**src/pkg/cmpc_pkg.sv**
```systemverilog
// Package with register map, field positions and reset values for the comparator control block.
package cmpc_pkg;
  localparam int            CMPC_NUM            = 2;
  localparam logic [7:0]    CMPC_ADDR_CTRL0_C1  = 8'h00;
  localparam logic [7:0]    CMPC_ADDR_CTRL1_C1  = 8'h04;
  localparam logic [7:0]    CMPC_ADDR_CTRL0_C2  = 8'h08;
  localparam logic [7:0]    CMPC_ADDR_CTRL1_C2  = 8'h0c;
  localparam logic [7:0]    CMPC_ADDR_MIRROR    = 8'h10;
  localparam logic [7:0]    CMPC_ADDR_IRQ_STAT  = 8'h14;
  localparam logic [7:0]    CMPC_ADDR_IRQ_CLR   = 8'h18;
  localparam logic [7:0]    CMPC_ADDR_IRQ_EN    = 8'h1c;
  localparam int            CMPC_B_ENABLE       = 7;
  localparam int            CMPC_B_RESULT       = 6;
  localparam int            CMPC_B_INVERT       = 4;
  localparam int            CMPC_B_SPEED        = 2;
  localparam int            CMPC_B_HYST         = 1;
  localparam int            CMPC_B_SYNC         = 0;
  localparam int            CMPC_B_RISE_EN      = 7;
  localparam int            CMPC_B_FALL_EN      = 6;
  localparam logic [7:0]    CMPC_CTRL0_WMASK    = 8'h97;
  localparam logic [7:0]    CMPC_CTRL0_RESET    = 8'h04;
  localparam logic [7:0]    CMPC_CTRL1_RESET    = 8'h00;
  localparam logic [2:0]    CMPC_POS_PIN0       = 3'h0;
  localparam logic [2:0]    CMPC_POS_DAC        = 3'h5;
  localparam logic [2:0]    CMPC_POS_FVR        = 3'h6;
  localparam logic [2:0]    CMPC_POS_GND        = 3'h7;
  localparam logic [2:0]    CMPC_NEG_FVR        = 3'h6;
  localparam logic [2:0]    CMPC_NEG_GND        = 3'h7;
  localparam logic [1:0]    CMPC_RESP_OKAY      = 2'h0;
  localparam logic [1:0]    CMPC_RESP_SLVERR    = 2'h2;
endpackage

```
**src/verilog/cmpc_top.sv**
```systemverilog
// Control and status registers for two analog comparators, reached over AXI4-Lite.
// Contract
// Control 0 bit 7 enables the comparator; clear disables it.
// Control 0 bit 6 reads the polarity-handled result; writes ignored.
// Polarity bit 4 set inverts the reported result.
// Speed bit 2 resets to 1; software must not write 0.
// Bit 1 drives hysteresis enable to the analog core.
// Sync bit 0 set updates forwarded result on timer clock falling edge.
// Rising-edge enable lets a 0-to-1 result transition set the flag.
// Falling-edge enable lets a 1-to-0 result transition set the flag.
// Positive select codes pick pin 0, DAC, reference, ground or nothing.
// Negative select codes 000-011 pick pins 0-3, 110 reference, 111 ground.
// Negative select codes 100 and 101 leave the input unconnected.
// Mirror register bit 1 copies comparator 2, bit 0 comparator 1.
// Unimplemented bits read zero and ignore writes.
// Everything resets to 0 except the speed bit, which resets to 1.
// Flag cleared only by software; an edge during clear keeps it set.
// Toggling polarity or enable while disabled can still raise an edge.
// Raw result is registered each clock before edge detection and reads.
// Two comparators, own control registers and flags, one shared mirror.
`timescale 1ns/1ps
module cmpc_top
  import cmpc_pkg::*;
(
  input  wire logic                 core_clk,
  input  wire logic                 reset_n,
  input  wire logic [7:0]           s_axi_awaddr,
  input  wire logic [2:0]           s_axi_awprot,
  input  wire logic                 s_axi_awvalid,
  output logic                      s_axi_awready,
  input  wire logic [31:0]          s_axi_wdata,
  input  wire logic [3:0]           s_axi_wstrb,
  input  wire logic                 s_axi_wvalid,
  output logic                      s_axi_wready,
  output logic [1:0]                s_axi_bresp,
  output logic                      s_axi_bvalid,
  input  wire logic                 s_axi_bready,
  input  wire logic [7:0]           s_axi_araddr,
  input  wire logic [2:0]           s_axi_arprot,
  input  wire logic                 s_axi_arvalid,
  output logic                      s_axi_arready,
  output logic [31:0]               s_axi_rdata,
  output logic [1:0]                s_axi_rresp,
  output logic                      s_axi_rvalid,
  input  wire logic                 s_axi_rready,
  input  wire logic [CMPC_NUM-1:0]  raw_compare,
  input  wire logic                 timer_clk_src,
  output logic [CMPC_NUM-1:0]       comparator_enable,
  output logic [CMPC_NUM-1:0]       speed_power_select,
  output logic [CMPC_NUM-1:0]       hysteresis_enable,
  output logic [3*CMPC_NUM-1:0]     pos_input_select,
  output logic [3*CMPC_NUM-1:0]     neg_input_select,
  output logic [4*CMPC_NUM-1:0]     pos_input_node_sel,
  output logic [6*CMPC_NUM-1:0]     neg_input_node_sel,
  output logic [CMPC_NUM-1:0]       gate_result,
  output logic [CMPC_NUM-1:0]       edge_event_flag,
  output logic                      irq
);

  logic [7:0]          ctrl0_ff [CMPC_NUM];
  logic [7:0]          ctrl1_ff [CMPC_NUM];
  logic [CMPC_NUM-1:0] raw_meta_ff;
  logic [CMPC_NUM-1:0] raw_sync_ff;
  logic [CMPC_NUM-1:0] compare_result;
  logic [CMPC_NUM-1:0] result_prev_ff;
  logic [CMPC_NUM-1:0] flag_ff;
  logic [CMPC_NUM-1:0] irq_en_ff;
  logic [CMPC_NUM-1:0] gate_ff;
  logic [CMPC_NUM-1:0] event_set;
  logic [CMPC_NUM-1:0] clr_hit;
  logic                tclk_meta_ff;
  logic                tclk_sync_ff;
  logic                tclk_prev_ff;
  logic                tclk_fall;
  logic                aw_held_ff;
  logic                w_held_ff;
  logic [7:0]          awaddr_ff;
  logic [31:0]         wdata_ff;
  logic [3:0]          wstrb_ff;
  logic                bvalid_ff;
  logic [1:0]          bresp_ff;
  logic                rvalid_ff;
  logic [31:0]         rdata_ff;
  logic [1:0]          rresp_ff;
  logic                wr_go;
  logic                wr_hit;
  logic                wr_lane0;
  logic [7:0]          wr_byte;
  logic [31:0]         nxt_rdata;
  logic                nxt_rhit;
  logic [CMPC_NUM-1:0] wr_ctrl0_sel;
  logic [CMPC_NUM-1:0] wr_ctrl1_sel;
  logic                wr_clr_sel;
  logic                wr_en_sel;

  // Write channel: address and data are captured independently, then committed together.
  assign s_axi_awready = !aw_held_ff && !bvalid_ff;
  assign s_axi_wready  = !w_held_ff && !bvalid_ff;
  assign wr_go         = aw_held_ff && w_held_ff && !bvalid_ff;
  assign wr_lane0      = wstrb_ff[0];
  assign wr_byte       = wdata_ff[7:0];

  // Writes to the read-only mirror and status words are accepted and have no effect.
  always_comb begin
    wr_hit       = 1'b1;
    wr_ctrl0_sel = '0;
    wr_ctrl1_sel = '0;
    wr_clr_sel   = 1'b0;
    wr_en_sel    = 1'b0;
    case (awaddr_ff & 8'hfc)
      CMPC_ADDR_CTRL0_C1: begin
        wr_ctrl0_sel[0] = 1'b1;
      end
      CMPC_ADDR_CTRL1_C1: begin
        wr_ctrl1_sel[0] = 1'b1;
      end
      CMPC_ADDR_CTRL0_C2: begin
        wr_ctrl0_sel[1] = 1'b1;
      end
      CMPC_ADDR_CTRL1_C2: begin
        wr_ctrl1_sel[1] = 1'b1;
      end
      CMPC_ADDR_IRQ_CLR: begin
        wr_clr_sel = 1'b1;
      end
      CMPC_ADDR_IRQ_EN: begin
        wr_en_sel = 1'b1;
      end
      CMPC_ADDR_MIRROR, CMPC_ADDR_IRQ_STAT: begin
        wr_hit = 1'b1;
      end
      default: begin
        wr_hit = 1'b0;
      end
    endcase
  end

  always_ff @(posedge core_clk) begin
    if (!reset_n) begin
      aw_held_ff <= 1'b0;
      awaddr_ff  <= 8'h00;
    end else if (s_axi_awvalid && s_axi_awready) begin
      aw_held_ff <= 1'b1;
      awaddr_ff  <= s_axi_awaddr;
    end else if (wr_go) begin
      aw_held_ff <= 1'b0;
    end
  end

  always_ff @(posedge core_clk) begin
    if (!reset_n) begin
      w_held_ff <= 1'b0;
      wdata_ff  <= 32'h0000_0000;
      wstrb_ff  <= 4'h0;
    end else if (s_axi_wvalid && s_axi_wready) begin
      w_held_ff <= 1'b1;
      wdata_ff  <= s_axi_wdata;
      wstrb_ff  <= s_axi_wstrb;
    end else if (wr_go) begin
      w_held_ff <= 1'b0;
    end
  end

  always_ff @(posedge core_clk) begin
    if (!reset_n) begin
      bvalid_ff <= 1'b0;
      bresp_ff  <= CMPC_RESP_OKAY;
    end else if (wr_go) begin
      bvalid_ff <= 1'b1;
      bresp_ff  <= wr_hit ? CMPC_RESP_OKAY : CMPC_RESP_SLVERR;
    end else if (s_axi_bready) begin
      bvalid_ff <= 1'b0;
    end
  end

  assign s_axi_bvalid = bvalid_ff;
  assign s_axi_bresp  = bresp_ff;

  // Timer clock source is asynchronous; its falling edge is found after two flip-flops.
  always_ff @(posedge core_clk) begin
    if (!reset_n) begin
      tclk_meta_ff <= 1'b0;
      tclk_sync_ff <= 1'b0;
      tclk_prev_ff <= 1'b0;
    end else begin
      tclk_meta_ff <= timer_clk_src;
      tclk_sync_ff <= tclk_meta_ff;
      tclk_prev_ff <= tclk_sync_ff;
    end
  end

  assign tclk_fall = tclk_prev_ff && !tclk_sync_ff;

  // Both comparator results pass two flip-flops, which also latches them once per clock.
  always_ff @(posedge core_clk) begin
    if (!reset_n) begin
      raw_meta_ff <= '0;
      raw_sync_ff <= '0;
    end else begin
      raw_meta_ff <= raw_compare;
      raw_sync_ff <= raw_meta_ff;
    end
  end

  // The enable word gates only the interrupt; flags still set while it is clear.
  always_ff @(posedge core_clk) begin
    if (!reset_n) begin
      irq_en_ff <= '0;
    end else if (wr_go && wr_lane0 && wr_en_sel) begin
      irq_en_ff <= wr_byte[CMPC_NUM-1:0];
    end
  end

  genvar gi;
  generate
    for (gi = 0; gi < CMPC_NUM; gi++) begin : g_cmp
      logic [3:0] nxt_pos_sel;
      logic [5:0] nxt_neg_sel;
      logic [3:0] pos_sel_ff;
      logic [5:0] neg_sel_ff;

      // The result bit and unimplemented bits are masked off, so writes to them are dropped.
      always_ff @(posedge core_clk) begin
        if (!reset_n) begin
          ctrl0_ff[gi] <= CMPC_CTRL0_RESET;
        end else if (wr_go && wr_lane0 && wr_ctrl0_sel[gi]) begin
          ctrl0_ff[gi] <= wr_byte & CMPC_CTRL0_WMASK;
        end
      end

      always_ff @(posedge core_clk) begin
        if (!reset_n) begin
          ctrl1_ff[gi] <= CMPC_CTRL1_RESET;
        end else if (wr_go && wr_lane0 && wr_ctrl1_sel[gi]) begin
          ctrl1_ff[gi] <= wr_byte;
        end
      end

      // A disabled comparator reads as low before polarity, so toggling enable or polarity moves the result.
      assign compare_result[gi] = (raw_sync_ff[gi] & ctrl0_ff[gi][CMPC_B_ENABLE])
                                ^ ctrl0_ff[gi][CMPC_B_INVERT];

      always_ff @(posedge core_clk) begin
        if (!reset_n) begin
          result_prev_ff[gi] <= 1'b0;
        end else begin
          result_prev_ff[gi] <= compare_result[gi];
        end
      end

      // Edges are taken from the registered result, so each transition counts once.
      assign event_set[gi] = (compare_result[gi] && !result_prev_ff[gi] && ctrl1_ff[gi][CMPC_B_RISE_EN])
                           || (!compare_result[gi] && result_prev_ff[gi] && ctrl1_ff[gi][CMPC_B_FALL_EN]);
      assign clr_hit[gi]   = wr_go && wr_lane0 && wr_clr_sel && wr_byte[gi];

      // Set wins over a clearing write in the same cycle, so a racing edge is never lost.
      always_ff @(posedge core_clk) begin
        if (!reset_n) begin
          flag_ff[gi] <= 1'b0;
        end else if (event_set[gi]) begin
          flag_ff[gi] <= 1'b1;
        end else if (clr_hit[gi]) begin
          flag_ff[gi] <= 1'b0;
        end
      end

      // With sync set the forwarded result only moves on a timer clock falling edge.
      always_ff @(posedge core_clk) begin
        if (!reset_n) begin
          gate_ff[gi] <= 1'b0;
        end else if (!ctrl0_ff[gi][CMPC_B_SYNC] || tclk_fall) begin
          gate_ff[gi] <= compare_result[gi];
        end
      end

      assign comparator_enable[gi]  = ctrl0_ff[gi][CMPC_B_ENABLE];
      assign speed_power_select[gi] = ctrl0_ff[gi][CMPC_B_SPEED];
      assign hysteresis_enable[gi]  = ctrl0_ff[gi][CMPC_B_HYST];
      assign pos_input_select[3*gi +: 3] = ctrl1_ff[gi][5:3];
      assign neg_input_select[3*gi +: 3] = ctrl1_ff[gi][2:0];

      // Node selects are registered so the analog switches never see decode glitches.
      // Positive bits are {ground, reference, DAC, pin 0}; a disabled comparator selects nothing.
      always_comb begin
        nxt_pos_sel = 4'h0;
        case (ctrl1_ff[gi][5:3])
          CMPC_POS_PIN0: nxt_pos_sel = 4'h1;
          CMPC_POS_DAC:  nxt_pos_sel = 4'h2;
          CMPC_POS_FVR:  nxt_pos_sel = 4'h4;
          CMPC_POS_GND:  nxt_pos_sel = 4'h8;
          default:       nxt_pos_sel = 4'h0;
        endcase
        if (!ctrl0_ff[gi][CMPC_B_ENABLE]) begin
          nxt_pos_sel = 4'h0;
        end
      end

      // Negative bits are {ground, reference, pin 3, pin 2, pin 1, pin 0}; codes 100 and 101 select nothing.
      always_comb begin
        nxt_neg_sel = 6'h00;
        case (ctrl1_ff[gi][2:0])
          3'h0, 3'h1, 3'h2, 3'h3: nxt_neg_sel = 6'(6'h01 << ctrl1_ff[gi][1:0]);
          CMPC_NEG_FVR:           nxt_neg_sel = 6'h10;
          CMPC_NEG_GND:           nxt_neg_sel = 6'h20;
          default:                nxt_neg_sel = 6'h00;
        endcase
        if (!ctrl0_ff[gi][CMPC_B_ENABLE]) begin
          nxt_neg_sel = 6'h00;
        end
      end

      always_ff @(posedge core_clk) begin
        if (!reset_n) begin
          pos_sel_ff <= 4'h0;
          neg_sel_ff <= 6'h00;
        end else begin
          pos_sel_ff <= nxt_pos_sel;
          neg_sel_ff <= nxt_neg_sel;
        end
      end

      assign pos_input_node_sel[4*gi +: 4] = pos_sel_ff;
      assign neg_input_node_sel[6*gi +: 6] = neg_sel_ff;
    end
  endgenerate

  assign gate_result     = gate_ff;
  assign edge_event_flag = flag_ff;
  // The interrupt is a level, high while any enabled flag is set.
  assign irq             = |(flag_ff & irq_en_ff);

  // Read channel: one read at a time, answered the cycle after the address is taken.
  assign s_axi_arready = !rvalid_ff;

  always_comb begin
    nxt_rdata = 32'h0000_0000;
    nxt_rhit  = 1'b1;
    case (s_axi_araddr & 8'hfc)
      CMPC_ADDR_CTRL0_C1: nxt_rdata[7:0] = ctrl0_ff[0] | {1'b0, compare_result[0], 6'h00};
      CMPC_ADDR_CTRL1_C1: nxt_rdata[7:0] = ctrl1_ff[0];
      CMPC_ADDR_CTRL0_C2: nxt_rdata[7:0] = ctrl0_ff[1] | {1'b0, compare_result[1], 6'h00};
      CMPC_ADDR_CTRL1_C2: nxt_rdata[7:0] = ctrl1_ff[1];
      CMPC_ADDR_MIRROR:   nxt_rdata[7:0] = {6'h00, compare_result[1], compare_result[0]};
      CMPC_ADDR_IRQ_STAT: nxt_rdata[7:0] = {6'h00, flag_ff};
      CMPC_ADDR_IRQ_CLR:  nxt_rdata[7:0] = 8'h00;
      CMPC_ADDR_IRQ_EN:   nxt_rdata[7:0] = {6'h00, irq_en_ff};
      default: begin
        nxt_rhit = 1'b0;
      end
    endcase
  end

  // Read data is captured at the address handshake and held until rready.
  always_ff @(posedge core_clk) begin
    if (!reset_n) begin
      rvalid_ff <= 1'b0;
      rdata_ff  <= 32'h0000_0000;
      rresp_ff  <= CMPC_RESP_OKAY;
    end else if (s_axi_arvalid && s_axi_arready) begin
      rvalid_ff <= 1'b1;
      rdata_ff  <= nxt_rdata;
      rresp_ff  <= nxt_rhit ? CMPC_RESP_OKAY : CMPC_RESP_SLVERR;
    end else if (s_axi_rready) begin
      rvalid_ff <= 1'b0;
    end
  end

  assign s_axi_rvalid = rvalid_ff;
  assign s_axi_rdata  = rdata_ff;
  assign s_axi_rresp  = rresp_ff;

endmodule

```
**config.mk**
```make
export PLATFORM = sky130hd
export DESIGN_NAME = cmpc_top
export DESIGN_NICKNAME = d
export VERILOG_FILES = /design/src/pkg/cmpc_pkg.sv /design/src/verilog/cmpc_top.sv
export SDC_FILE = /design/constraint.sdc
export NUM_CORES = 1
export LEC_CHECK = 0
export CORE_ASPECT_RATIO = 1.75
export CORE_MARGIN = 2
export CORE_UTILIZATION = 50
export CTS_CLUSTER_DIAMETER = 60
export DETAILED_ROUTE_END_ITERATION = 7
export DONT_BUFFER_PORTS = 1
export GPL_TIMING_DRIVEN = 0
export PLACE_DENSITY = 0.74
export SLEW_MARGIN = 10
export SYNTH_ARGS = -nofsm -noshare
export SYNTH_HDL_FRONTEND = slang
export SYNTH_SLANG_ARGS = --single-unit
```
**constraint.sdc**
```tcl
create_clock -name core_clk -period 6 [get_ports core_clk]
set_clock_uncertainty 0.2 [all_clocks]
set_input_delay 0.9 -clock core_clk [delete_from_list [all_inputs] [get_ports core_clk]]
set_output_delay 0.9 -clock core_clk [all_outputs]
set_load 0.005 [all_outputs]
```
==> Yosys cells after proc, flatten, opt, wreduce, memory -nomap -nowiden <==
Memories as Yosys holds them, arrays and structs flattened.
Index checks and enable logic that the tools add are counted.
{ "totals": {"regBits": 68, "mem_bits_rw": 26, "out_inout_bits": 84, "wordCells": 173, "memories": 2} }
{ "mem_list": {"columns": ["name", "depth", "word_bits", "read_ports", "rd_ports_with_merged_regs", "wr", "line_no", "text"], "rows": [
  ["ctrl1_ff", 2, 8, 2, 0, 2, "cmpc_top.sv:61", "logic [7:0] ctrl1_ff [CMPC_NUM];"],
  ["ctrl0_ff", 2, 5, 2, 0, 2, "cmpc_top.sv:60", "logic [7:0] ctrl0_ff [CMPC_NUM];"]
]} }
{ "classes": {"n_eq_ne": 30, "n_shift": 2, "muxes": 43, "bitwise_logic": 11, "reduce_logical": 59} }
{ "op_table": {"columns": ["operator", "n"], "rows": [
  ["$pmux W8 S7", 1],
  ["$eq A6 B3 Y1 const B", 8],
  ["$pmux W6 S3", 2],
  ["$mux W1", 32],
  ["$pmux W4 S4", 2],
  ["$eq A3 B3 Y1 const B", 10],
  ["$logic_and A1 B1 Y1", 25],
  ["$eq A6 B2 Y1 const B", 4],
  ["$logic_not A8 Y1", 2],
  ["$mux W8", 2],
  ["$or A8 B7 Y8", 2],
  ["$reduce_or A8 Y1", 2],
  ["$eq A3 B2 Y1 const B", 4],
  ["$eq A6 B1 Y1 const B", 2],
  ["$logic_not A3 Y1", 4],
  ["$reduce_bool A2 Y1", 6],
  ["$shl A1 B2 Y6 const A", 2],
  ["$logic_not A1 Y1", 11],
  ["$mux W5", 2],
  ["$reduce_or A4 Y1", 2],
  ["$eq A3 B1 Y1 const B", 2],
  ["$logic_or A1 B1 Y1", 4],
  ["$mux W2", 2],
  ["$or A1 B1 Y1", 4],
  ["5 further kinds", 8]
]} }

==> Depth between registers and ports, before layout <==
Gate-level depths: netlist (run 1).
{ "logic_depth": {"word_depth": 8, "mapped_depth": 6, "depth_no_buf": 4} }

==> Worst setup path before layout (run 1) <==
OpenSTA, ideal clock, no wires.
{ "synth_path": {"kind": "input -> register", "from": "input s_axi_araddr[5]", "to": "register rdata_ff[1] (netlist: s_axi_rdata[1])", "setup_ps": 86, "arrival_time_ps": 2008, "required_time_ps": 5714, "setup_slack_ps": 3706, "path_stages": 4, "path_cell_list": "or3_4 -> or2_1 -> a221o_1 -> a221oi_2"} }
{ "synth_via": {"elab_chain_len": 2, "elab_cells_between_ends": 8, "cone_classes": "6 x eq/ne; 1 x mux; 1 x reduce/logical"} }
{ "synth_lines": {"columns": ["element", "line_no", "text"], "rows": [
  ["start, declared", "cmpc_top.sv:38", "input wire logic [7:0] s_axi_araddr,"],
  ["$eq A6 B3 Y1, or another cell as far along", "cmpc_top.sv:338", "case (s_axi_araddr & 8'hfc)"],
  ["$pmux W8 S7 (*)", "cmpc_top.sv:338", null],
  ["end signal, assigned", "cmpc_top.sv:361", "rdata_ff <= nxt_rdata;"],
  ["end, declared", "cmpc_top.sv:83", "logic [31:0] rdata_ff;"]
]} }
Every way passes the cells marked *; elsewhere a longest branch is shown, timed or not.
A chain may end at the register's enable or synchronous reset.

==> reports/qor.csv, run 1 <==
metric,value,unit
Hold Crit Start,raw_meta_ff[0],
Async SR Flop Fraction,0,
DRC Markers,0,
"commonest non-fill, non-tap cell in the layout",dfxtp_1,
setup ws final,3.49,ns
# IOs,152,
synth unique cells,50,
Peak VDD IR,0.149,mV
Die X,70.5,um
critical path class,reg -> reg,
Port Buf Inserts,0,
Max Used Layer,met4,
largest stage delay on the critical path,1.00,ns
Post-synth top flop,dfxtp_1,
clk slew on worst S/H paths,0.06,ns
footprint of the multi-input gates,0.00148,mm^2
Crit Path Max Fanout,8,
Congestion Overflow GR,0,
"area leader, netlist",dfxtp_1,
wire length on met1,2760,um
post-place setup slack,3.48,ns
Total Routing Usage GR,0.200,
final wirelength,8180,um
ANT nets after route,0,
initial antenna violation count,0,
Post-Synthesis Cell Area,0.00386,mm^2
final hold violations,0,
register area,0.00206,mm^2
GPL Wtd Cong,0.863,
Cell Pwr Density,294,mW/mm^2
Slew headroom,0.166,
crit path launch type,flop,
vias in the first global route,2556,
critical path cell sequence,and3b_1 > clkbuf_2 > nand2_1 > o41ai_1,
Yosys warnings,0,
clock sinks,90,
wire length per cell,16.1,um
clock buffer depth,2,
Worst R2R Start,s_axi_bvalid,
ant diodes,0,
Avg Inst Size Synth,10.2,um^2
largest net degree at the start of global routing,16,
CTS Hold Bufs,0,
CTS H-tree depth,3,
met3 wire length,675,um
status,finished clean,
nets@finish,482,
Filler Cell Count,627,
vias per cell,5.24,
maxcap violations,0,
area grow syn2layout,12.6,%
CTS buffer count,9,
Worst setup startpoint,s_axi_bvalid,
Slowest cell on crit path,o41ai_1,
fin. max-slew vios,0,
number of flops mapped to enable cells by yosys,26,
initial cell density of the core,0.514,
most frequent cells in the layout,"64 x dfxtp_1, 44 x buf_4, 34 x nand2_1, 34 x and2_1, 31 x nor2_1",
CTS root buf,clkbuf_16,
min Tclk post-route,2.51,ns
register area share after synthesis,0.534,
CTS resizes,0,
top cell type's share of synthesized area,0.332,
Setup Buffers After CTS,0,
actual slew at the worst max-slew pin,1.23,ns
die height,120,um
Synth Instances,378,
final HPWL from detailed placement,6250,um
final worst path period share,0.418,
Final TNS setup,0,ns
f_max,399,MHz
Total Die Area,0.00847,mm^2
met2 routed WL,4440,um
fraction of layout cells with a size suffix above 1,0.184,
hold crit path type,reg -> reg,
Skew-Pair Late Insertion Delay,0.34,ns
setup violators final,0,
RSZ-0062 raised after global routing,no,
"flops & latches, synth",90,
crit end category,flop,
Worst EP arrival,2.26,ns
row cnt,42,
core footprint,0.00751,mm^2
TritonCTS clock tree,yes,
DR pass1 iterations,4,
CP Data Required Time,5.75,ns
Starting DRT DRC Count,177,
"top cells by area, synth","dfxtp_1 33%, edfxtp_1 20%, buf_4 8.5%, and2_1 5.5%, nand2_1 3.3%",
DR vias,2657,
Leak,1.77,nW
first-pass GRT wire length,12800,um
where the power goes:
group | switching [mW] | internal, mW
clock network | 0.228 | 0.292
registers | 0.0236 | 0.646
logic | 0.0480 | 0.0415
through the flow:
stage                     total power [mW]  hold slack, ns  area (um^2)  std cells  utilization
after global routing                  1.33           0.262         4350        507        0.579
final                                 1.28           0.229         4350        507        0.579
after global placement               0.769           0.214         4070        491        0.541
after detailed placement             0.772           0.220         4070        491        0.541
after CTS                             1.29           0.234         4350        507        0.578
after floorplan                      0.750           0.212         3960        403            -
flip-flops by register name, summed over array words and instances, names as in the netlist, 2 cells and up:
register	count
g_cmp.neg_sel_ff	12
awaddr_ff	6
ctrl0_ff	10
result_prev_ff	2
raw_sync_ff	2
g_cmp.pos_sel_ff	8
edge_event_flag	2
s_axi_rdata	8
raw_meta_ff	2
irq_en_ff	2
ctrl1_ff	16
gate_result	2
wdata_ff	8
worst paths after layout:
path | endpoint | slack (ns) | cells past startpoint
worst max-delay path | ctrl0_ff[0][4] | 3.49 | 4
worst min-delay path | raw_sync_ff[0] | 0.23 | 1
worst max register to register | ctrl0_ff[0][4] | 3.49 | 4
worst min register to register | raw_sync_ff[0] | 0.23 | 1
cell type report:
class / count / share of cell area
plain buffers: 56 / 0.0871
well taps: 88 / 0.0253
flip-flops and latches: 90 / 0.474
clock buffers: 10 / 0.0549
clock inverters: 6 / 0.00920
multi-input cells: 245 / 0.339
inverters: 12 / 0.0104
synthesized netlist by cell type (2+ instances only):
library cell  number
o31ai_1            2
xor2_1             2
mux2i_1            8
nor3b_1            3
buf_4             44
o21ai_0            3
nand3_1            6
dfxtp_1           64
nor3_2             5
nor2_1            31
inv_1             12
nand2b_1          12
nor4_1             4
o22ai_1            2
a211oi_1           4
mux2_2             2
and4b_1            2
o31a_1             2
and3_1             4
nand2_1           34
edfxtp_1          26
a2111oi_0          2
a32oi_1            2
and2_1            34
nand4_1            2
mux4_2             3
a22oi_1            3
a21oi_1           19
buf_1              2
nor3_1            11
buf_2              2
nor2b_1            2
clkbuf_1           7
kinds of logic after synthesis:
group           after synthesis  synth area share
compound gates               46            0.0806
mux                          13            0.0440
other cells                   1          0.000971
xor+xnor                      2           0.00453
flops                        90             0.534
buf+inv                      68             0.110
simple gates                158             0.226
routing by layer:
layer  global-route usage  vias to the layer above
li1                     -                     1314
met1                0.194                     1202
met2                0.360                      118
met3               0.0625                       23
met4                0.121                        0
met5                    0                        -
critical path, delay by kind of cell (launching register included):
| kind | cells | cell delay (ns) |
|---|---|---|
| buffers and inverters | 1 | 0.20 |
| AND/OR/NAND/NOR | 2 | 0.34 |
| AO/OA/AOI/OAI | 1 | 1.00 |
| flip-flops | 1 | 0.38 |
Power figures use the tool's default switching activity.
==> run 2, diff against run 1 <==
==> constraint.sdc (replaced) <==
create_clock -name core_clk -period 2.35 [get_ports core_clk]
set_clock_uncertainty 0.2 [all_clocks]
set_input_delay 0.3525 -clock core_clk [delete_from_list [all_inputs] [get_ports core_clk]]
set_output_delay 0.3525 -clock core_clk [all_outputs]
set_load 0.005 [all_outputs]
==> run 2 against run 1 <==
Fmax increased by 16%. Largest power group unchanged. Worst setup slack got worse by 3.3 ns. First-iteration DRC count decreased by 24%.
==> reports/qor.csv, run 2 (synthesis gave the netlist of run 1 again) <==
metric,value,unit
status,finished clean,
CP Data Required Time,2.12,ns
max reg flops,16,
Leak,1.85,nW
critical path class,reg -> reg,
min Tclk post-route,2.17,ns
footprint of the multi-input gates,0.00149,mm^2
Inst Count DP,491,
Die X,70.5,um
fraction of layout cells with a size suffix above 1,0.180,
Total Die Area,0.00847,mm^2
largest stage delay on the critical path,0.64,ns
Worst EP arrival,1.93,ns
setup violators final,0,
fin. max-slew vios,0,
CTS H-tree depth,3,
row cnt,42,
hold slack,0.0118,ns
DR pass1 iterations,4,
Port Buf Inserts,0,
area grow syn2layout,17.9,%
DRC Markers,0,
Cell Pwr Density,722,mW/mm^2
Total Routing Usage GR,0.200,
ANT nets after route,0,
clock sinks,90,
"setup slack, reg-to-reg",0.18,ns
DR vias,2724,
Congestion Overflow GR,0,
Peak VDD IR,0.381,mV
final wirelength,8200,um
first-pass GRT wire length,12900,um
die height,120,um
nets@finish,501,
fin cells,526,
Starting DRT DRC Count,134,
ant diodes,0,
Filler Cell Count,625,
wire length per cell,15.6,um
crit path launch type,flop,
TritonCTS clock tree,yes,
Crit Path Max Fanout,8,
vias in the first global route,2625,
initial cell density of the core,0.514,
most frequent cells in the layout,"64 x dfxtp_1, 44 x buf_4, 34 x nand2_1, 34 x and2_1, 31 x nor2_1",
clock buffer depth,2,
Slowest cell on crit path,o31ai_2,
core footprint,0.00751,mm^2
actual slew at the worst max-slew pin,0.742,ns
# IOs,152,
RSZ-0062 raised after global routing,no,
hold crit path type,in -> reg,
final worst path period share,0.921,
largest net degree at the start of global routing,16,
"commonest non-fill, non-tap cell in the layout",dfxtp_1,
biggest regs,"ctrl1_ff: 16 flops, g_cmp.neg_sel_ff: 12 flops, ctrl0_ff: 10 flops",
GPL Wtd Cong,0.863,
f_max,462,MHz
register area,0.00206,mm^2
initial antenna violation count,0,
final HPWL from detailed placement,6250,um
CTS buffer count,9,
largest register by flop count,ctrl1_ff,
Skew-Pair Late Insertion Delay,0.34,ns
maxcap violations,0,
clk slew on worst S/H paths,0.06,ns
final hold violations,0,
vias per cell,5.18,
Setup Buffers After CTS,0,
critical path cell sequence,and3b_1 > clkbuf_2 > nand3_1 > o31ai_2,
crit end category,flop,
CTS root buf,clkbuf_16,
Total Power Consumption,3.29,mW
Slew headroom,0.502,
==> run 2: changes by cell type in the layout (fill, tap and decap cells not counted), sizes merged <==
cell	before	now
dlygate4sd3	0	19
==> run 2: path summary, 6_finish.rpt <==
| kind | end | cells after the start | start |
|---|---|---|---|
| setup / recovery | ctrl1_ff[0][1] | 4 | s_axi_bvalid |
| hold / removal | s_axi_bvalid | 3 | s_axi_bready |
| setup reg to reg | ctrl1_ff[0][1] | 4 | s_axi_bvalid |
| hold reg to reg | raw_sync_ff[0] | 1 | raw_meta_ff[0] |
==> run 2: layout make-up <==
cell class | count | share of cell area
Multi-Input combinational cell | 245 | 0.327
Timing Repair Buffer | 19 | 0.0418
Clock buffer | 10 | 0.0525
Tap cell | 88 | 0.0242
Clock inverter | 6 | 0.00879
Inverter | 12 | 0.00989
Sequential cell | 90 | 0.453
Buffer | 56 | 0.0832
==> run 2: per-layer routing <==
layer | global-route usage | routed length [um] | up-vias
li1 | - | - | 1352
met4 | 0.121 | 308 | 0
met3 | 0.0517 | 562 | 23
met5 | 0 | 0 | -
met2 | 0.362 | 4460 | 115
met1 | 0.200 | 2870 | 1234
==> run 2: repair_timing <==
| action | 4_1_cts | 5_1_grt |
|---|---|---|
| hold buffers | 19 | 0 |
| setup endpoints to repair | 21 | 5 |
| pin swaps | 0 | 0 |
| resized for setup | 3 | 1 |
| endpoints found under the hold margin | 19 | 0 |
| gates cloned | 0 | 0 |
==> run 2: critical path: cells and delay by family (launching register included) <==
kind / cells / cell delay, ns
DFF: 1 / 0.38
buffers and inverters: 1 / 0.20
AOI/OAI and AO/OA: 1 / 0.64
and+or+nand+nor: 2 / 0.39
==> run 2: power by group <==
part / internal, mW / switching, mW
combinational: 0.127 / 0.128
clock: 0.744 / 0.579
sequential: 1.65 / 0.0611
total: 2.52 / 0.769
==> run 2: per-stage QoR <==
step / instance area, um^2 / util / worst slack (ns) / TNS (ns)
after floorplan: 3960 / - / 0.230 / 0
after global placement: 4070 / 0.541 / -0.111 / -1.89
after detailed placement: 4070 / 0.541 / -0.165 / -2.83
after CTS: 4550 / 0.605 / 0.168 / 0
after global routing: 4550 / 0.606 / 0.0224 / 0
final: 4550 / 0.606 / 0.185 / 0
==> run 3, diff against run 2 <==
--- a/config.mk
+++ b/config.mk
@@ -5,6 +5,7 @@
 export SDC_FILE = /design/constraint.sdc
 export NUM_CORES = 1
 export LEC_CHECK = 0
+export CAP_MARGIN = 20
 export CORE_ASPECT_RATIO = 1.75
 export CORE_MARGIN = 2
 export CORE_UTILIZATION = 50
@@ -13,6 +14,7 @@
 export DONT_BUFFER_PORTS = 1
 export GPL_TIMING_DRIVEN = 0
 export PLACE_DENSITY = 0.74
+export RECOVER_POWER = 100
 export SLEW_MARGIN = 10
 export SYNTH_ARGS = -nofsm -noshare
 export SYNTH_HDL_FRONTEND = slang
==> run 3 against run 2 <==
Sequential share of layout area up 0.14 points. Design area fell by 0.30%. Core utilization down 0.18 points. Largest power group unchanged. Register-to-register slack improved by 0.03 ns.
==> reports/qor.csv, run 3 (synthesis gave the netlist of run 1 again) <==
metric,value,unit
status,finished clean,
row cnt,42,
wire length per cell,15.8,um
vias per cell,5.17,
fin cells,529,
Total Routing Usage GR,0.205,
min Tclk post-route,2.13,ns
maxcap violations,0,
Post-Route Utilization,0.604,
setup ws final,0.218,ns
crit end category,flop,
# IOs,152,
Port Buf Inserts,0,
initial antenna violation count,0,
final HPWL from detailed placement,6290,um
ant diodes,0,
max reg flops,16,
Worst EP arrival,1.94,ns
Die X,70.5,um
Congestion Overflow GR,0,
Inst Count DP,493,
vias in the first global route,2687,
hold crit path type,in -> reg,
CP Data Required Time,2.15,ns
clock buffer depth,2,
setup violators final,0,
Leak,1.81,nW
clock sinks,90,
nets@finish,504,
most frequent cells in the layout,"64 x dfxtp_1, 34 x nand2_1, 31 x nor2_1",
DR vias,2733,
CTS H-tree depth,3,
DR pass1 iterations,4,
Starting DRT DRC Count,141,
critical path class,reg -> reg,
RSZ-0062 raised after global routing,no,
fraction of layout cells with a size suffix above 1,0.168,
"commonest non-fill, non-tap cell in the layout",dfxtp_1,
area grow syn2layout,17.5,%
DRC Markers,0,
GPL Wtd Cong,0.863,
actual slew at the worst max-slew pin,0.760,ns
CTS root buf,clkbuf_16,
clk slew on worst S/H paths,0.06,ns
ANT nets after route,0,
Skew-Pair Late Insertion Delay,0.34,ns
Setup Buffers After CTS,0,
core footprint,0.00751,mm^2
CTS buffer count,9,
Crit Path Max Fanout,8,
die height,120,um
Cell Pwr Density,723,mW/mm^2
post-place setup slack,-0.132,ns
f_max,469,MHz
final worst path period share,0.907,
Slew headroom,0.488,
first-pass GRT wire length,13200,um
Filler Cell Count,642,
Hold Path Depth,2,
biggest regs,"ctrl1_ff: 16 flops, g_cmp.neg_sel_ff: 12 flops, ctrl0_ff: 10 flops",
initial cell density of the core,0.514,
largest register by flop count,ctrl1_ff,
largest net degree at the start of global routing,16,
Total Die Area,0.00847,mm^2
Peak VDD IR,0.470,mV
R2R depth,5,
final hold violations,0,
fin. max-slew vios,0,
crit path launch type,flop,
TritonCTS clock tree,yes,
Final TNS setup,0,ns
final wirelength,8330,um
run 3: final cells by class:
cell class,count,area [um^2],share of cell area
Clock inverter,6,40.0,0.00882
Multi-Input combinational cell,245,1460,0.321
Sequential cell,90,2060,0.454
Inverter,12,45.0,0.00992
Buffer,56,379,0.0835
Tap cell,88,110,0.0242
Clock buffer,10,239,0.0526
Timing Repair Buffer,22,209,0.0460
run 3: path summary, 6_finish.rpt:
path | start | endpoint | slack (ns)
worst min-delay path | reset_n | gate_result[1] | 0.03
worst max-delay path | s_axi_bvalid | ctrl1_ff[1][5] | 0.22
worst max register to register | s_axi_bvalid | ctrl1_ff[1][5] | 0.22
worst min register to register | raw_meta_ff[0] | raw_sync_ff[0] | 0.23
run 3: stage by stage:
| stage | power (mW) | area [um^2] | hold slack, ns |
|---|---|---|---|
| 2_1_floorplan | 1.92 | 3960 | 0.212 |
| 3_3_place_gp | 1.96 | 4070 | 0.214 |
| 5_1_grt | 3.42 | 4540 | 0.0478 |
| 4_1_cts | 3.32 | 4560 | 0.0229 |
| 6_report | 3.29 | 4540 | 0.0301 |
| 3_5_place_dp | 1.97 | 4080 | 0.220 |
run 3: critical path: stages (launching register included):
cell and delay, ns:
dfxtp_1 0.37, and3b_1 0.23, clkbuf_2 0.19, nand3_1 0.12
o21ai_0 0.34, clkbuf_1 0.34
run 3: what timing repair did:
action	in CTS	in global routing
hold buffers	20	0
resized for setup	1	1
endpoints found under the hold margin	20	0
setup endpoints to repair	5	5
pin swaps	0	0
run 3: per-layer routing:
layer | global-route usage | wire, um | up-vias
li1 | - | - | 1351
met1 | 0.197 | 2870 | 1254
met2 | 0.385 | 4650 | 109
met3 | 0.0558 | 542 | 19
met4 | 0.108 | 271 | 0
met5 | 0 | 0 | -
run 3: power breakdown:
| part | internal, mW | switching, mW | total (mW) |
|---|---|---|---|
| sequential | 1.65 | 0.0602 | 1.71 |
| combinational | 0.127 | 0.128 | 0.256 |
| clock | 0.744 | 0.575 | 1.32 |
| total | 2.52 | 0.764 | 3.29 |
